`config.mk`:
```
export PLATFORM = sky130hd
export DESIGN_NAME = msc_sideband
export DESIGN_NICKNAME = d
export VERILOG_FILES = /design/src/hdl/msc_pkg.sv /design/src/hdl/msc_sync.sv /design/src/hdl/msc_sideband.sv
export VERILOG_INCLUDE_DIRS = /design/src /design/src/hdl
export SDC_FILE = /design/constraint.sdc
export NUM_CORES = 1
export LEC_CHECK = 0
export BUFFER_PORTS_ARGS = -buffer_cell sky130_fd_sc_hd__buf_2
export CAP_MARGIN = 20
export CORE_ASPECT_RATIO = 1.1
export CORE_UTILIZATION = 45
export CTS_CLUSTER_DIAMETER = 120
export DETAILED_ROUTE_END_ITERATION = 16
export PLACE_DENSITY = 0.8
export SLEW_MARGIN = 20
export SYNTH_ARGS = -nofsm -noshare
export SYNTH_HDL_FRONTEND = slang
export SYNTH_SLANG_ARGS = --single-unit
```
`constraint.sdc`:
```
create_clock -name clk_i -period 2 [get_ports clk_i]
set_input_delay 0.3 -clock clk_i [delete_from_list [all_inputs] [get_ports clk_i]]
set_output_delay 0.3 -clock clk_i [all_outputs]
set_load 0.05 [all_outputs]
```
`src/hdl/msc_cfg.svh`:
```
`ifndef MSC_CFG_SVH
`define MSC_CFG_SVH

`define MSC_ADDR_STATUS 8'h00
`define MSC_ADDR_FLAGS  8'h04
`define MSC_ADDR_CTRL   8'h08
`define MSC_ADDR_MASK   8'h0C

`define MSC_ST_NRDY     0
`define MSC_ST_HIGH     1
`define MSC_ST_HWMODE   2

`define MSC_FLG_DONE    0
`define MSC_FLG_FAULT   1
`define MSC_FLG_PWR     2
`define MSC_FLG_W       3

`define MSC_CTRL_HPEN   0

`define MSC_CTRL_RST    1'h0
`define MSC_MASK_RST    3'h7
`define MSC_FLAGS_RST   3'h0
`define MSC_SYNC_RST    4'h7

`define MSC_RST_MIN_CYC 500
`define MSC_INIT_CYC    64

`endif

```
`src/hdl/msc_pkg.sv`:
```
package msc_pkg;
  typedef enum logic [1:0] {
    PWR_INIT,
    PWR_LOW,
    PWR_HIGH
  } msc_pwr_e;
endpackage

```
`src/hdl/msc_sync.sv`:
```
`timescale 1ns/1ns
module msc_sync #(
  parameter int          W       = 4,
  parameter logic [W-1:0] RST_VAL = '0
) (
  input  wire logic         clk_i,
  input  wire logic         rst_i,
  input  wire logic [W-1:0] d_i,
  output logic      [W-1:0] q_o
);
  logic [W-1:0] meta_r;

  // First stage feeds only the second stage
  genvar g;
  generate
    for (g = 0; g < W; g = g + 1) begin : g_bit
      always_ff @(posedge clk_i) begin
        if (rst_i) begin
          meta_r[g] <= RST_VAL[g];
          q_o[g]    <= RST_VAL[g];
        end else begin
          meta_r[g] <= d_i[g];
          q_o[g]    <= meta_r[g];
        end
      end
    end
  endgenerate
endmodule

```
`src/hdl/msc_sideband.sv`:
```
// Behaviour
// - Management accesses are answered only while module select is low.
// - A reset pin held low past the minimum restores all defaults.
// - Reset completion raises attention and clears the not-ready flag.
// - After power-up the completion attention is raised without a pulse.
// - An undriven init-control input reads as high (software control).
// - In software mode the module stays low power until software enables.
// - In hardware mode the module goes high power once init is done.
// - The presence line is pulled low for as long as the module is fitted.
// - Attention goes low on a fault or critical status condition.
// - Attention only pulls low or releases, never drives high.
// - The memory map is reached only over the management serial bus.
//
// Implementation choices: the register addresses and the Wishbone slave port.
`timescale 1ns/1ns
`include "msc_cfg.svh"
module msc_sideband #(
  parameter int unsigned RST_MIN_CYC = `MSC_RST_MIN_CYC,
  parameter int unsigned INIT_CYC    = `MSC_INIT_CYC
) (
  input  wire logic       clk_i,
  input  wire logic       rst_i,
  input  wire logic       wb_cyc_i,
  input  wire logic       wb_stb_i,
  input  wire logic       wb_we_i,
  input  wire logic [7:0] wb_adr_i,
  input  wire logic [3:0] wb_sel_i,
  input  wire logic [31:0] wb_dat_i,
  output logic      [31:0] wb_dat_o,
  output logic            wb_ack_o,
  input  wire logic       module_select_n_i,
  input  wire logic       module_reset_n_i,
  input  wire logic       init_control_select_i,
  input  wire logic       init_control_oe_i,
  input  wire logic       fault_event_i,
  output logic            high_power_o,
  output logic            module_present_n_o,
  output logic            module_present_oe_o,
  output logic            attention_n_o,
  output logic            attention_oe_o
);
  localparam int RW = $clog2(RST_MIN_CYC + 1);
  localparam int IW = $clog2(INIT_CYC + 1);
  localparam logic [RW-1:0] RST_MIN = RW'(RST_MIN_CYC);
  localparam logic [IW-1:0] INIT_LD = IW'(INIT_CYC);

  logic [3:0] sync_q;
  logic       sel_n_s;
  logic       mod_rst_n_s;
  logic       init_sw;

  // Select, reset and init pins come from the host's domain
  msc_sync #(
    .W       (4),
    .RST_VAL (`MSC_SYNC_RST)
  ) u_sync (
    .clk_i (clk_i),
    .rst_i (rst_i),
    .d_i   ({init_control_oe_i, init_control_select_i,
             module_reset_n_i, module_select_n_i}),
    .q_o   (sync_q)
  );

  assign sel_n_s     = sync_q[0];
  assign mod_rst_n_s = sync_q[1];
  // Pad pull-up wins when the host leaves the pin floating
  assign init_sw     = sync_q[2] | ~sync_q[3];

  // Reset pin filter
  logic [RW-1:0] low_cnt_r;
  logic          rst_hold;

  always_ff @(posedge clk_i) begin
    if (rst_i) begin
      low_cnt_r <= '0;
    end else if (mod_rst_n_s) begin
      low_cnt_r <= '0;
    end else if (low_cnt_r != RST_MIN) begin
      // Saturates so a long hold cannot wrap back below the limit
      low_cnt_r <= low_cnt_r + 1'b1;
    end
  end

  // Held in reset only once the low level outlasts the minimum
  assign rst_hold = ~mod_rst_n_s & (low_cnt_r == RST_MIN);

  // Power state machine
  msc_pkg::msc_pwr_e pwr_r;
  msc_pkg::msc_pwr_e pwr_nxt;
  logic [IW-1:0]     init_cnt_r;
  logic              not_ready_r;
  logic              init_done;
  logic              ctrl_hpen_r;

  assign init_done = (pwr_r == msc_pkg::PWR_INIT) && (init_cnt_r == '0);

  always_comb begin
    pwr_nxt = pwr_r;
    unique case (pwr_r)
      msc_pkg::PWR_INIT: begin
        if (init_done) begin
          pwr_nxt = init_sw ? msc_pkg::PWR_LOW : msc_pkg::PWR_HIGH;
        end
      end
      msc_pkg::PWR_LOW: begin
        if (ctrl_hpen_r || !init_sw) begin
          pwr_nxt = msc_pkg::PWR_HIGH;
        end
      end
      msc_pkg::PWR_HIGH: begin
        if (init_sw && !ctrl_hpen_r) begin
          pwr_nxt = msc_pkg::PWR_LOW;
        end
      end
      default: begin
        pwr_nxt = msc_pkg::PWR_INIT;
      end
    endcase
    if (rst_hold) begin
      pwr_nxt = msc_pkg::PWR_INIT;
    end
  end

  always_ff @(posedge clk_i) begin
    if (rst_i) begin
      pwr_r        <= msc_pkg::PWR_INIT;
      high_power_o <= 1'b0;
    end else begin
      pwr_r        <= pwr_nxt;
      high_power_o <= (pwr_nxt == msc_pkg::PWR_HIGH);
    end
  end

  // Power-up runs the same init as a pin reset, so completion is posted
  always_ff @(posedge clk_i) begin
    if (rst_i) begin
      init_cnt_r  <= INIT_LD;
      not_ready_r <= 1'b1;
    end else if (rst_hold) begin
      init_cnt_r  <= INIT_LD;
      not_ready_r <= 1'b1;
    end else if (init_done) begin
      not_ready_r <= 1'b0;
    end else if (pwr_r == msc_pkg::PWR_INIT) begin
      init_cnt_r  <= init_cnt_r - 1'b1;
    end
  end

  // Register bus, classic single cycle
  logic req;
  logic wr_take;
  logic [`MSC_FLG_W-1:0] flags_r;
  logic [`MSC_FLG_W-1:0] mask_r;
  logic [`MSC_FLG_W-1:0] flag_set;
  logic [`MSC_FLG_W-1:0] flag_clr;
  logic [31:0]           rd_nxt;

  // Deselected requests wait unanswered; the bus is shared
  assign req     = wb_cyc_i & wb_stb_i & ~wb_ack_o & ~sel_n_s;
  // Only lane 0 carries register bits, other lanes alone are ignored
  assign wr_take = wb_cyc_i & wb_stb_i & wb_we_i & wb_ack_o & wb_sel_i[0];

  always_comb begin
    rd_nxt = 32'h0000_0000;
    unique case (wb_adr_i)
      `MSC_ADDR_STATUS: begin
        rd_nxt[`MSC_ST_NRDY]   = not_ready_r;
        rd_nxt[`MSC_ST_HIGH]   = high_power_o;
        rd_nxt[`MSC_ST_HWMODE] = ~init_sw;
      end
      `MSC_ADDR_FLAGS: rd_nxt[`MSC_FLG_W-1:0] = flags_r;
      `MSC_ADDR_CTRL:  rd_nxt[`MSC_CTRL_HPEN] = ctrl_hpen_r;
      `MSC_ADDR_MASK:  rd_nxt[`MSC_FLG_W-1:0] = mask_r;
      default:         rd_nxt = 32'h0000_0000;
    endcase
  end

  always_ff @(posedge clk_i) begin
    if (rst_i) begin
      wb_ack_o <= 1'b0;
      wb_dat_o <= 32'h0000_0000;
    end else begin
      wb_ack_o <= req;
      if (req) begin
        wb_dat_o <= rd_nxt;
      end
    end
  end

  always_ff @(posedge clk_i) begin
    if (rst_i || rst_hold) begin
      ctrl_hpen_r <= `MSC_CTRL_RST;
      mask_r      <= `MSC_MASK_RST;
    end else if (wr_take && wb_adr_i == `MSC_ADDR_CTRL) begin
      ctrl_hpen_r <= wb_dat_i[`MSC_CTRL_HPEN];
    end else if (wr_take && wb_adr_i == `MSC_ADDR_MASK) begin
      mask_r      <= wb_dat_i[`MSC_FLG_W-1:0];
    end
  end

  // Mask gates attention only; flags latch regardless
  // Sticky flags, write one to clear; a new event beats the clear
  always_comb begin
    flag_set                 = '0;
    flag_set[`MSC_FLG_DONE]  = init_done;
    flag_set[`MSC_FLG_FAULT] = fault_event_i;
    flag_set[`MSC_FLG_PWR]   = (pwr_nxt == msc_pkg::PWR_HIGH) &&
                               (pwr_r != msc_pkg::PWR_HIGH);
    flag_clr = '0;
    if (wr_take && wb_adr_i == `MSC_ADDR_FLAGS) begin
      flag_clr = wb_dat_i[`MSC_FLG_W-1:0];
    end
  end

  always_ff @(posedge clk_i) begin
    if (rst_i || rst_hold) begin
      flags_r <= `MSC_FLAGS_RST;
    end else begin
      flags_r <= (flags_r & ~flag_clr) | flag_set;
    end
  end

  // Open drain: data always low, only the enable moves
  always_ff @(posedge clk_i) begin
    if (rst_i) begin
      attention_n_o       <= 1'b0;
      attention_oe_o      <= 1'b0;
      module_present_n_o  <= 1'b0;
      module_present_oe_o <= 1'b1;
    end else begin
      attention_n_o       <= 1'b0;
      attention_oe_o      <= |(flags_r & mask_r);
      module_present_n_o  <= 1'b0;
      module_present_oe_o <= 1'b1;
    end
  end
endmodule

```
==> results.json <==
{
  "grt_overflow_total": 0,
  "area_growth_pct": 8.881,
  "finalHoldViolCount": 0,
  "wl_per_cell_um": 11.65,
  "grt_setup_unrepaired": "no",
  "yosysUniqueCellTypes": 41,
  "core_um2": 4285,
  "instances_no_fill": 314,
  "crit_path_top_delay_cell": "a2111oi_0",
  "antenna_found_initial": 0,
  "numCtsBuffers": 5,
  "ir_worst_vdd_v": 0.0004309,
  "syn_area_um2": 2001,
  "postRouteAntennaNets": 0,
  "crit_fanout": 4,
  "worstSetupStartpointType": "flip-flop",
  "final_max_slew_viol_count": 0,
  "critical_path_arrival_ps": 2010,
  "port_buffers": 27,
  "clk_pin_slew_ps": 80,
  "cts_sinks": 40,
  "syn_area_per_cell_um2": 8.775,
  "critical_path.top_delay_family": "compound AO/OA/AOI/OAI gates",
  "path_cells": "inv_1 -> ha_1 -> nor2b_1 -> a2111oi_0 -> buf_4 -> a21oi_1 -> o21a_1",
  "clock-root-buffer": "clkbuf_8",
  "period_minus_slack_ps": 1809,
  "leakage_nw": 0.9160,
  "clock_latency_ps": 300,
  "vias": 1582,
  "gp_congestion": 0.7790,
  "crit_type": "reg -> reg",
  "setup_slack_ps": 190.7,
  "cts_setup_buffers": 0,
  "chipHeight_um": 71.93,
  "dieArea_um2": 4717,
  "synthArstFlopShare_pct": 0,
  "drt_iter0_markers": 105,
  "max_stage_delay_ps": 490,
  "drv_cap": 0,
  "post-place-ws_ps": 211.2,
  "hold_path_class": "in -> reg",
  "final_layout_size_suffix_gt1_share_pct": 19.62,
  "ctsResizeCount": 0,
  "drt_wl_total_mm": 3.657,
  "final_cell_mix": "40 x dfxtp_1, 32 x conb_1, 27 x buf_2, 17 x nor2_1, 16 x nand2_1",
  "synth_edf_count": 0,
  "fill_cells": 423,
  "endpoint_kind": "flip-flop",
  "required_ps": 2200,
  "layout_commonest_cell": "dfxtp_1",
  "ioPinCount": 92,
  "dp_cells": 306,
  "multi_input_area_um2": 1022,
  "synthFlopType": "dfxtp_1",
  "power.density_nw_per_um2": 1026,
  "ys_seq_area_share_pct": 40.03,
  "slew_headroom_pct": 63.33,
  "p_total_mw": 2.235,
  "register_area_um2": 800.8,
  "status": "completed",
  "cts.path.max_buffers": 2,
  "finalClockSkew_ps": 7.741,
  "vias_per_cell": 5.038,
  "ys.warnings.count": 0,
  "cp.buffers_inverters": 2,
  "synthCells": 228,
  "track_usage_pct": 16.95,
  "cts_tree": "done",
  "initial_core_util_pct": 46.69,
  "first_global_vias": 1456,
  "synth_top_area_share_pct": 40.03,
  "nNetsFinal": 317,
  "drc": 0,
  "finish.utilization_pct": 50.83,
  "finalSetupViolCount": 0,
  "grt_pass1_wl_mm": 6.037,
  "synthTopCellsByArea": "dfxtp_1 40%, buf_4 12%, a21oi_1 3.8%",
  "holdBufCountCts": 0,
  "finalSetupTns_ps": 0,
  "synth.ff_latch_count": 40,
  "worst_pin_slew_ps": 545.0,
  "period_share_pct": 90.46,
  "cts.htree.levels": 2,
  "dieWidth_um": 65.58,
  "antenna_cells": 0,
  "yosysTopAreaCell": "dfxtp_1",
  "max_freq_mhz": 552.7,
  "firstDrtPassIters": 4,
  "num_rows": 25,
  "grt_max_degree": 17,
  "dp_hpwl_mm": 2.719
}
==> worst register-to-register path: cells and delay by family, from the launching register on <==
kind	cells	cell delay (ps)
AOI/OAI and AO/OA	3	740
buffers and inverters	2	280
and+or+nand+nor	1	140
adders and majority gates	1	180
DFF	1	380
==> cells in the mapped netlist, types with 2 or more instances <==
| cell type | count |
|---|---|
| dfxtp_1 | 40 |
| buf_4 | 32 |
| nor2_1 | 17 |
| nand2_1 | 16 |
| a21oi_1 | 15 |
| o21ai_0 | 9 |
| inv_1 | 8 |
| nand3_1 | 8 |
| xnor2_1 | 8 |
| nand4_1 | 7 |
| or2_2 | 7 |
| mux2i_1 | 6 |
| a211oi_1 | 5 |
| nor2b_1 | 5 |
| or3_1 | 5 |
| clkbuf_1 | 4 |
| ha_1 | 4 |
| and3_1 | 3 |
| nor3_1 | 3 |
| o21a_1 | 3 |
| a21o_1 | 2 |
| conb_1 | 2 |
==> flip-flops by register name, summed over array words and instances (netlist names), 2 cells and up <==
register,cells
wb_dat_o,3
pwr_r,2
flags_r,3
u_sync.q_o,4
init_cnt_r,7
mask_r,3
low_cnt_r,9
u_sync.meta_r,4
==> metrics by stage <==
step / cell area, um2 / hold slack (ps)
6_report: 2178 / 183.9
5_1_grt: 2178 / 188.9
4_1_cts: 2178 / 178.4
3_5_place_dp: 2086 / 398.8
3_3_place_gp: 2086 / 391.5
2_1_floorplan: 2113 / 371.6
==> report_power, final <==
group / switching (mW) / internal, mW / leakage, nW / total [mW]
Clock: 0.285 / 0.275 / 0.0510 / 0.560
Sequential: 0.0943 / 0.882 / 0.327 / 0.976
Combinational: 0.401 / 0.298 / 0.538 / 0.699
Total: 0.780 / 1.45 / 0.916 / 2.24
==> worst paths after layout <==
path	start	end	slack, ps	cells after the start
hold reg to reg	u_sync.meta_r[2]$_SDFF_PP1_	u_sync.q_o[2]$_SDFF_PP1_	410	1
setup / recovery	init_cnt_r[0]$_SDFFE_PP0P_	init_cnt_r[5]$_SDFFE_PP0P_	190	7
setup reg to reg	init_cnt_r[0]$_SDFFE_PP0P_	init_cnt_r[5]$_SDFFE_PP0P_	190	7
hold / removal	module_select_n_i	u_sync.meta_r[0]$_SDFF_PP1_	180	2
==> per-layer routing <==
layer  vias to the layer above  global-route usage, %  part of all wire (%)
met2                        58                  29.21                    51
met5                         -                      0                     0
li1                        782                      -                     -
met3                        10                  5.189                   5.0
met4                         0                  11.59                   3.1
met1                       732                  17.44                    41
==> final cells by class <==
class                           count  share of cell area (%)
Clock buffer                        6                   3.791
Clock inverter                      2                  0.4595
Inverter                            8                   1.379
Multi-Input combinational cell    173                   46.93
Sequential cell                    40                   36.76
Tap cell                           54                   3.102
Timing Repair Buffer               31                   7.582
==> logic make-up (layout without fill, tap and decap cells) <==
logic type,Yosys count,count (layout),synth area share (%)
xor+xnor,8,8,3.502
buf+inv,45,47,14.51
simple gates,84,84,23.08
fa+ha+maj,4,4,2.502
compound gates,38,38,11.88
mux,7,7,4.128
other cells,2,32,0.3754
flops,40,40,40.03
Note: power is estimated with default switching activity, not from simulation.
